### src/ea_pkg.sv
// ****************************************************************
// shared constants and types for effective-address generation
// ****************************************************************
package ea_pkg;

    // addressing mode announced by the sequencer with each instruction
    typedef enum logic [2:0] {
        MODE_INHERENT,
        MODE_IMMEDIATE,
        MODE_EXTENDED,
        MODE_DIRECT,
        MODE_REGISTER,
        MODE_INDEXED
    } mode_type;

    // indexed variation decoded from the postbyte
    typedef enum logic [3:0] {
        K_ZERO,
        K_OFF5,
        K_OFF8,
        K_OFF16,
        K_ACC_A,
        K_ACC_B,
        K_ACC_D,
        K_INC,
        K_DEC,
        K_EXT,
        K_BAD
    } kind_type;

    // sequencing states
    typedef enum logic [2:0] {
        ST_IDLE,
        ST_POST,
        ST_ARG,
        ST_CALC,
        ST_IND_HI,
        ST_IND_LO
    } st_type;

    // postbyte field positions
    localparam int POST_MODE_BIT = 7;
    localparam int POST_IND_BIT  = 4;
    localparam int POST_SEL_HI   = 6;
    localparam int POST_SEL_LO   = 5;

    // low-nibble codes of the indexed family (bit 7 set)
    localparam logic [3:0] CODE_INC1  = 4'h0;
    localparam logic [3:0] CODE_INC2  = 4'h1;
    localparam logic [3:0] CODE_DEC1  = 4'h2;
    localparam logic [3:0] CODE_DEC2  = 4'h3;
    localparam logic [3:0] CODE_ZERO  = 4'h4;
    localparam logic [3:0] CODE_ACC_B = 4'h5;
    localparam logic [3:0] CODE_ACC_A = 4'h6;
    localparam logic [3:0] CODE_OFF8  = 4'h8;
    localparam logic [3:0] CODE_OFF16 = 4'h9;
    localparam logic [3:0] CODE_ACC_D = 4'hB;
    localparam logic [3:0] CODE_PC8   = 4'hC;
    localparam logic [3:0] CODE_PC16  = 4'hD;
    localparam logic [7:0] EXT_IND_POST = 8'h9F;

    // reset value of the page base register
    localparam logic [7:0] PAGE_RESET = 8'h00;
    // address steps
    localparam logic [15:0] STEP_ONE = 16'h0001;
    localparam logic [15:0] STEP_TWO = 16'h0002;

endpackage

### src/idx_decoder.sv
`timescale 1ns/100ps
// ****************************************************************
// indexed postbyte decoder
// ****************************************************************
module idx_decoder (
    // postbyte in
    input  wire logic [7:0]       post,
    // decoded fields
    output ea_pkg::kind_type      kind,
    output logic       [1:0]      sel,
    output logic                  use_pc,
    output logic                  indirect,
    output logic                  step2,
    output logic       [1:0]      arg_bytes
);
    import ea_pkg::*;

    wire       long_form = post[POST_MODE_BIT];
    wire [3:0] code      = post[3:0];

    // variation from the low nibble; bit 4 is the offset sign in short form
    assign kind = !long_form               ? K_OFF5  :
                  (code == CODE_INC1)      ? K_INC   :
                  (code == CODE_INC2)      ? K_INC   :
                  (code == CODE_DEC1)      ? K_DEC   :
                  (code == CODE_DEC2)      ? K_DEC   :
                  (code == CODE_ZERO)      ? K_ZERO  :
                  (code == CODE_ACC_B)     ? K_ACC_B :
                  (code == CODE_ACC_A)     ? K_ACC_A :
                  (code == CODE_OFF8)      ? K_OFF8  :
                  (code == CODE_PC8)       ? K_OFF8  :
                  (code == CODE_OFF16)     ? K_OFF16 :
                  (code == CODE_PC16)      ? K_OFF16 :
                  (code == CODE_ACC_D)     ? K_ACC_D :
                  (post == EXT_IND_POST)   ? K_EXT   : K_BAD;

    // pointer field, ignored by the caller when the program counter is base
    assign sel      = post[POST_SEL_HI:POST_SEL_LO];
    assign use_pc   = long_form && (code == CODE_PC8 || code == CODE_PC16);
    // indirection flag only exists in the long form
    assign indirect = long_form && post[POST_IND_BIT];
    assign step2    = (code == CODE_INC2) || (code == CODE_DEC2);

    // offset bytes that follow the postbyte
    assign arg_bytes = (kind == K_OFF8)                     ? 2'd1 :
                       (kind == K_OFF16 || kind == K_EXT)   ? 2'd2 : 2'd0;

endmodule

### src/effective_address_generator.sv
`timescale 1ns/100ps
module effective_address_generator (
    // clock, reset, enable
    input  wire logic             clk,
    input  wire logic             rst,
    input  wire logic             ce,
    // instruction sequencer
    input  wire logic             start,
    input  wire ea_pkg::mode_type mode,
    input  wire logic             wide,
    input  wire logic [15:0]      pc_in,
    output logic                  busy,
    output logic                  done,
    output logic      [15:0]      ea,
    output logic      [15:0]      pc_next,
    output logic      [7:0]       reg_select,
    // processor registers
    input  wire logic [15:0]      ptr_one,
    input  wire logic [15:0]      ptr_two,
    input  wire logic [15:0]      ptr_three,
    input  wire logic [15:0]      ptr_four,
    input  wire logic [7:0]       first_accumulator,
    input  wire logic [7:0]       second_accumulator,
    input  wire logic             page_write,
    input  wire logic [7:0]       page_wdata,
    output logic      [7:0]       page_base_register,
    // pointer write-back for auto increment and decrement
    output logic                  ptr_we,
    output logic      [1:0]       ptr_sel,
    output logic      [15:0]      ptr_wdata,
    // bus fetch unit
    output logic                  fetch_req,
    output logic      [15:0]      fetch_addr,
    input  wire logic             fetch_ack,
    input  wire logic [7:0]       fetch_data
);
    import ea_pkg::*;

    // ****************************************************************
    // state
    // ****************************************************************
    st_type      state_reg, state_next;
    mode_type    mode_reg,  mode_next;
    logic [15:0] addr_reg,  addr_next;
    logic [15:0] arg_reg,   arg_next;
    logic [1:0]  cnt_reg,   cnt_next;
    logic [7:0]  post_reg,  post_next;
    logic [15:0] ea_reg,    ea_next;
    logic [15:0] pcn_reg,   pcn_next;
    logic [7:0]  rsel_reg,  rsel_next;
    logic        done_reg,  done_next;
    logic        we_reg,    we_next;
    logic [1:0]  wsel_reg,  wsel_next;
    logic [15:0] wdata_reg, wdata_next;
    logic [7:0]  page_reg;

    // ****************************************************************
    // postbyte decode
    // ****************************************************************
    kind_type    dec_kind;
    logic [1:0]  dec_sel;
    logic        dec_pc;
    logic        dec_ind;
    logic        dec_step2;
    logic [1:0]  dec_bytes;

    // the byte arriving in the postbyte cycle is decoded before it is held
    wire [7:0] dec_post = (state_reg == ST_POST) ? fetch_data : post_reg;

    idx_decoder u_dec (
        .post      (dec_post),
        .kind      (dec_kind),
        .sel       (dec_sel),
        .use_pc    (dec_pc),
        .indirect  (dec_ind),
        .step2     (dec_step2),
        .arg_bytes (dec_bytes)
    );

    // ****************************************************************
    // address arithmetic
    // ****************************************************************
    // pointer field mapping
    wire [15:0] sel_ptr = (dec_sel == 2'b00) ? ptr_one   :
                          (dec_sel == 2'b01) ? ptr_two   :
                          (dec_sel == 2'b10) ? ptr_three : ptr_four;

    // program counter base, pointer field ignored
    // addr_reg has already passed the offset bytes when the sum is formed
    wire [15:0] base = (dec_kind == K_EXT) ? 16'h0000 :
                       dec_pc              ? addr_reg : sel_ptr;

    wire [15:0] step     = dec_step2 ? STEP_TWO : STEP_ONE;
    wire [15:0] neg_step = 16'h0000 - step;

    wire [15:0] offset =
        (dec_kind == K_OFF5)  ? {{11{post_reg[4]}}, post_reg[4:0]}           :
        (dec_kind == K_OFF8)  ? {{8{arg_reg[7]}}, arg_reg[7:0]}              :
        (dec_kind == K_OFF16) ? arg_reg                                      :
        (dec_kind == K_EXT)   ? arg_reg                                      :
        (dec_kind == K_ACC_A) ? {{8{first_accumulator[7]}}, first_accumulator} :
        (dec_kind == K_ACC_B) ? {{8{second_accumulator[7]}}, second_accumulator} :
        (dec_kind == K_ACC_D) ? {first_accumulator, second_accumulator}      :
        (dec_kind == K_DEC)   ? neg_step                                     : 16'h0000;

    // sixteen-bit wrap, undefined codes fall through harmlessly
    wire [15:0] idx_ea = base + offset;

    // page base joined with low byte
    wire [15:0] calc_ea = (mode_reg == MODE_EXTENDED) ? arg_reg :
                          (mode_reg == MODE_DIRECT)   ? {page_reg, arg_reg[7:0]} : idx_ea;

    // post-increment value, decrement reuses the pre-decremented address
    wire [15:0] ptr_mod  = (dec_kind == K_INC) ? sel_ptr + step : idx_ea;
    wire        auto_mod = (dec_kind == K_INC) || (dec_kind == K_DEC);

    wire [15:0] addr_inc = addr_reg + STEP_ONE;
    wire [15:0] imm_end  = pc_in + (wide ? STEP_TWO : STEP_ONE);

    // ****************************************************************
    // sequencing
    // ****************************************************************
    // one fetch outstanding at a time; a byte is taken only on ack with ce high
    always_comb begin
        state_next = state_reg;
        mode_next  = mode_reg;
        addr_next  = addr_reg;
        arg_next   = arg_reg;
        cnt_next   = cnt_reg;
        post_next  = post_reg;
        ea_next    = ea_reg;
        pcn_next   = pcn_reg;
        rsel_next  = rsel_reg;
        done_next  = 1'b0;
        we_next    = 1'b0;
        wsel_next  = wsel_reg;
        wdata_next = wdata_reg;
        case (state_reg)
            ST_IDLE: begin
                if (start) begin
                    mode_next = mode;
                    addr_next = pc_in;
                    arg_next  = 16'h0000;
                    if (mode == MODE_INHERENT) begin
                        ea_next   = 16'h0000;
                        pcn_next  = pc_in;
                        done_next = 1'b1;
                    // operand sits right after the opcode
                    end else if (mode == MODE_IMMEDIATE) begin
                        ea_next   = pc_in;
                        pcn_next  = imm_end;
                        done_next = 1'b1;
                    end else if (mode == MODE_EXTENDED) begin
                        cnt_next   = 2'd2;
                        state_next = ST_ARG;
                    end else if (mode == MODE_DIRECT) begin
                        cnt_next   = 2'd1;
                        state_next = ST_ARG;
                    end else begin
                        state_next = ST_POST;
                    end
                end
            end
            ST_POST: begin
                if (fetch_ack) begin
                    post_next = fetch_data;
                    addr_next = addr_inc;
                    if (mode_reg == MODE_REGISTER) begin
                        rsel_next  = fetch_data;
                        pcn_next   = addr_inc;
                        done_next  = 1'b1;
                        state_next = ST_IDLE;
                    end else if (dec_bytes == 2'd0) begin
                        state_next = ST_CALC;
                    end else begin
                        cnt_next   = dec_bytes;
                        state_next = ST_ARG;
                    end
                end
            end
            ST_ARG: begin
                // high byte comes first, so shift left as bytes arrive
                if (fetch_ack) begin
                    arg_next  = {arg_reg[7:0], fetch_data};
                    addr_next = addr_inc;
                    cnt_next  = cnt_reg - 2'd1;
                    if (cnt_reg == 2'd1) begin
                        state_next = ST_CALC;
                    end
                end
            end
            ST_CALC: begin
                pcn_next = addr_reg;
                // only the auto modes write a pointer back
                if (mode_reg == MODE_INDEXED && auto_mod) begin
                    we_next    = 1'b1;
                    wsel_next  = dec_sel;
                    wdata_next = ptr_mod;
                end
                // extended indirect continues through the pointer
                // indirect word fetch at the computed address
                if (mode_reg == MODE_INDEXED && dec_ind) begin
                    addr_next  = calc_ea;
                    state_next = ST_IND_HI;
                end else begin
                    ea_next    = calc_ea;
                    done_next  = 1'b1;
                    state_next = ST_IDLE;
                end
            end
            ST_IND_HI: begin
                if (fetch_ack) begin
                    arg_next   = {fetch_data, arg_reg[7:0]};
                    addr_next  = addr_inc;
                    state_next = ST_IND_LO;
                end
            end
            ST_IND_LO: begin
                if (fetch_ack) begin
                    ea_next    = {arg_reg[15:8], fetch_data};
                    done_next  = 1'b1;
                    state_next = ST_IDLE;
                end
            end
            default: begin
                state_next = ST_IDLE;
            end
        endcase
    end

    // reset takes priority over the enable so a frozen core still clears
    always_ff @(posedge clk) begin
        if (rst) begin
            state_reg <= ST_IDLE;
            mode_reg  <= MODE_INHERENT;
            addr_reg  <= 16'h0000;
            arg_reg   <= 16'h0000;
            cnt_reg   <= 2'd0;
            post_reg  <= 8'h00;
            ea_reg    <= 16'h0000;
            pcn_reg   <= 16'h0000;
            rsel_reg  <= 8'h00;
            done_reg  <= 1'b0;
            we_reg    <= 1'b0;
            wsel_reg  <= 2'b00;
            wdata_reg <= 16'h0000;
        end else if (ce) begin
            state_reg <= state_next;
            mode_reg  <= mode_next;
            addr_reg  <= addr_next;
            arg_reg   <= arg_next;
            cnt_reg   <= cnt_next;
            post_reg  <= post_next;
            ea_reg    <= ea_next;
            pcn_reg   <= pcn_next;
            rsel_reg  <= rsel_next;
            done_reg  <= done_next;
            we_reg    <= we_next;
            wsel_reg  <= wsel_next;
            wdata_reg <= wdata_next;
        end
    end

    always_ff @(posedge clk) begin
        if (rst) begin
            page_reg <= PAGE_RESET;
        end else if (ce && page_write) begin
            page_reg <= page_wdata;
        end
    end

    // ****************************************************************
    // outputs
    // ****************************************************************
    assign fetch_req  = (state_reg == ST_POST) || (state_reg == ST_ARG) ||
                        (state_reg == ST_IND_HI) || (state_reg == ST_IND_LO);
    assign busy       = (state_reg != ST_IDLE);
    assign fetch_addr = addr_reg;
    assign done       = done_reg;
    assign ea         = ea_reg;
    assign pc_next    = pcn_reg;
    assign reg_select = rsel_reg;
    assign ptr_we     = we_reg;
    assign ptr_sel    = wsel_reg;
    assign ptr_wdata  = wdata_reg;
    assign page_base_register = page_reg;

    wire start_ok = ce && start && (state_reg == ST_IDLE);
endmodule

### config.mk
export PLATFORM = sky130hd
export DESIGN_NAME = effective_address_generator
export DESIGN_NICKNAME = d
export VERILOG_FILES = /design/src/ea_pkg.sv /design/src/idx_decoder.sv /design/src/effective_address_generator.sv
export SDC_FILE = /design/constraint.sdc
export NUM_CORES = 1
export LEC_CHECK = 0
export CORE_MARGIN = 2
export CORE_UTILIZATION = 65
export CTS_CLUSTER_DIAMETER = 80
export DETAILED_ROUTE_END_ITERATION = 8
export DONT_BUFFER_PORTS = 1
export PLACE_DENSITY = 0.81
export SLEW_MARGIN = 20
export SYNTH_ARGS = -nofsm -noshare
export SYNTH_HDL_FRONTEND = slang
export SYNTH_SLANG_ARGS = --single-unit
### constraint.sdc
create_clock -name clk -period 5.15 [get_ports clk]
set_clock_uncertainty 0.15 [all_clocks]
set_input_delay 0.7725 -clock clk [delete_from_list [all_inputs] [get_ports clk]]
set_output_delay 0.7725 -clock clk [all_outputs]
set_load 0.1 [all_outputs]
==> results_dict.tcl <==
set metrics [dict create \
    cts-root-buf "clkbuf_16" \
    hold_violations 0 \
    synth-async-reset-ratio 0 \
    place_area_um2 9300 \
    path_buf_inv 3 \
    endpoint_kind "register" \
    layout.nets 1335 \
    intPower_mw 2.00 \
    crit_family "compound AO/OA/AOI/OAI gates" \
    p_leak_nw 3.88 \
    setup-violations-final 0 \
    dr.pass1.iters 6 \
    synth-edff-count 0 \
    timing.hold.ws_ps 264 \
    grt_pass1_wl_mm 45.9 \
    num_io_pins 208 \
    syn-num-nets 1352 \
    startpoint "state_reg[0]$_SDFFE_PP0P_" \
    path_cells "nor3b_4 > buf_4 > mux2i_4 > buf_12 > a211oi_1 > a21oi_1 > mux2i_1 > or2_2 > inv_1 > ha_1 > a211oi_1 > o21ai_0 > a211oi_1 > nor3_2 > a31o_2 > xor2_1 > or3_1 > o21ai_0 > a311oi_1" \
    cp-start-kind "register" \
    slew_headroom 0.275 \
    fin_crit_sh 0.945 \
    sequentialPowerShare 0.347 \
    insertion_delay_ps 420 \
    port-buffer-count 0 \
    p_total_mw 3.20 \
    dpl.hpwl_mm 22.4 \
    peakVddDrop_mv 0.249 \
    gp_congestion 1.01 \
    worst_pin_slew_ps 1090 \
    cts_buffers 17 \
    synth_flop_cell "dfxtp_1" \
    switching_share 0.375 \
    reg2reg_depth 19 \
    layout_setup_ws_ps 283 \
    reg2reg_to "ptr_wdata[13]$_SDFFE_PP0P_" \
    start_util 0.658 \
    hold_buffers 0 \
    antenna_cells 0 \
    r2r-start "state_reg[0]$_SDFFE_PP0P_" \
    clockBufferDepth 2 \
    die-area_um2 14800 \
    grt_pass1_vias 8491 \
    slowest_stage "dfxtp_1" \
    power_density_nw_per_um2 323 \
    tns_ps 0 \
    most-common-layout-cells "nand2_1, nor2_1, dfxtp_1" \
    coreArea_um2 13700 \
    synth_seq_cells 116 \
    synth_area_um2 9020 \
    fmaxAchievable_mhz 205 \
    clk_pin_slew_worst_paths_ps 50 \
    grt_setup_unrepaired "yes" \
    crit_top_cell "a211oi_1" \
    crit_fanout 33 \
    layout_commonest_cell "nand2_1" \
    vias 9361 \
    grt_max_degree 91 \
    cts_sinks 116 \
    drcViolationCount 0 \
    holdPathStages 1 \
    ys_types 78 \
    yosys_warnings 0 \
    run_status "finished, final reports clean" \
    via_per_inst 6.78 \
    reg2reg_setup_slack_ps 280 \
    antenna_found_initial 0 \
    min_to "post_reg[0]$_SDFFE_PP0P_" \
    power_frac_clock 0.367 \
    syn_inst 1206 \
    dieWidth_um 122 \
    drt_iter0_markers 1153 \
    syn_to_final_growth_pct 9.77 \
    p_sw_mw 1.20 \
    max_stage_delay_ps 360 \
    grt_usage 0.398 \
    seq_area_frac_synth 0.257 \
    comb_power_share 0.286 \
    fp.dieH_um 122 \
    fin_area_um2 9910 \
    hold_path.class "in2reg" \
    drt-total-wl_mm 30.2 \
    htreeDepth 4 \
    final-max-slew-violation-count 0 \
    critPathRequiredTime_ps 5330 \
    critPathArrivalTime_ps 5050 \
    grt_overflow_total 0 \
    syn_avg_cell_area_um2 7.48 \
    rows 43 \
    dp_slack_ps -41.7 \
    cts_tree "done" \
    period_needed_ps 4870 \
    maxCapViolCount 0 \
    routedWlPerCell_um 21.9 \
    ant_nets 0 \
    layout-drive-gt1-share 0.0991 \
    worstHoldStart "rst" \
    crit_type "reg2reg" \
]
## cell families after synthesis
family          after synthesis  share of synthesized area
compound gates              370                      0.261
xor+xnor                     63                     0.0611
fa+ha+maj                    24                     0.0358
buf+inv                     107                     0.0506
flops                       116                      0.257
mux                          88                      0.102
simple gates                438                      0.233
## synthesized netlist by cell type, drive strengths merged (10+ instances only)
master | number | area, um2
nand2 | 129 | 487
nor2 | 124 | 468
dfxtp | 116 | 2320
a21oi | 110 | 551
mux2i | 84 | 872
o21ai | 81 | 405
clkbuf | 65 | 244
nand3 | 53 | 265
nor3 | 39 | 205
xnor2 | 34 | 298
a22oi | 32 | 240
xor2 | 29 | 254
a211oi | 28 | 210
o211ai | 27 | 213
a31oi | 24 | 150
buf | 22 | 138
ha | 21 | 263
inv | 19 | 71.3
a21o | 15 | 113
a221oi | 13 | 114
nor2b | 10 | 62.6
## power by group through the flow
stage | registers [mW] | clock network (mW) | logic, mW
finish | 1.11 | 1.18 | 0.916
global route | 1.11 | 1.22 | 0.979
CTS | 1.11 | 1.18 | 0.894
detailed placement | 1.13 | 0 | 0.888
global placement | 1.13 | 0 | 0.879
floorplan | 1.24 | 0 | 0.577
## worst max-delay path by stage
stage,endpoint,depth (start not counted)
after floorplan,fetch_addr[15]$_SDFFE_PP0P_,21
after global placement,fetch_addr[15]$_SDFFE_PP0P_,19
after detailed placement,fetch_addr[15]$_SDFFE_PP0P_,19
after CTS,fetch_addr[15]$_SDFFE_PP0P_,19
after global routing,fetch_addr[15]$_SDFFE_PP0P_,19
final,ptr_wdata[13]$_SDFFE_PP0P_,19
## routing by layer
metal,share of wire,global-route usage,vias to the layer above
li1,-,-,4385
met5,0,0,-
met4,0.042,0.195,0
met3,0.11,0.0927,93
met1,0.39,0.508,4298
met2,0.46,0.631,585
## through the flow
stage,util,std cells
4_1_cts,0.720,1381
3_5_place_dp,0.678,1350
6_report,0.722,1381
5_1_grt,0.722,1381
3_3_place_gp,0.678,1350
2_1_floorplan,-,1206
## worst register-to-register path: stages (launching register included)
cell and delay (ps):
dfxtp_1 360, nor3b_4 330, buf_4 280, mux2i_4 280, buf_12 240, a211oi_1 120, a21oi_1 360, mux2i_1 130
or2_2 320, inv_1 60, ha_1 230, a211oi_1 310, o21ai_0 200, a211oi_1 280, nor3_2 120, a31o_2 270
xor2_1 240, or3_1 160, o21ai_0 80, a311oi_1 260
## repair_timing
item                                    in CTS  in global routing
endpoints found under the setup margin       0                 11
gates resized for setup                      0                  5
setup buffers                                0                  0
## layout make-up
type / instances / area, um2
fill: 1136 / 3810
timing repair buffer: 51 / 395
inverter: 20 / 75.1
multi-input combinational: 983 / 6310
clock buffer: 21 / 450
clock inverter: 10 / 133
tap: 180 / 225
sequential: 116 / 2320
No activity file was read; power rests on OpenSTA's default activity.
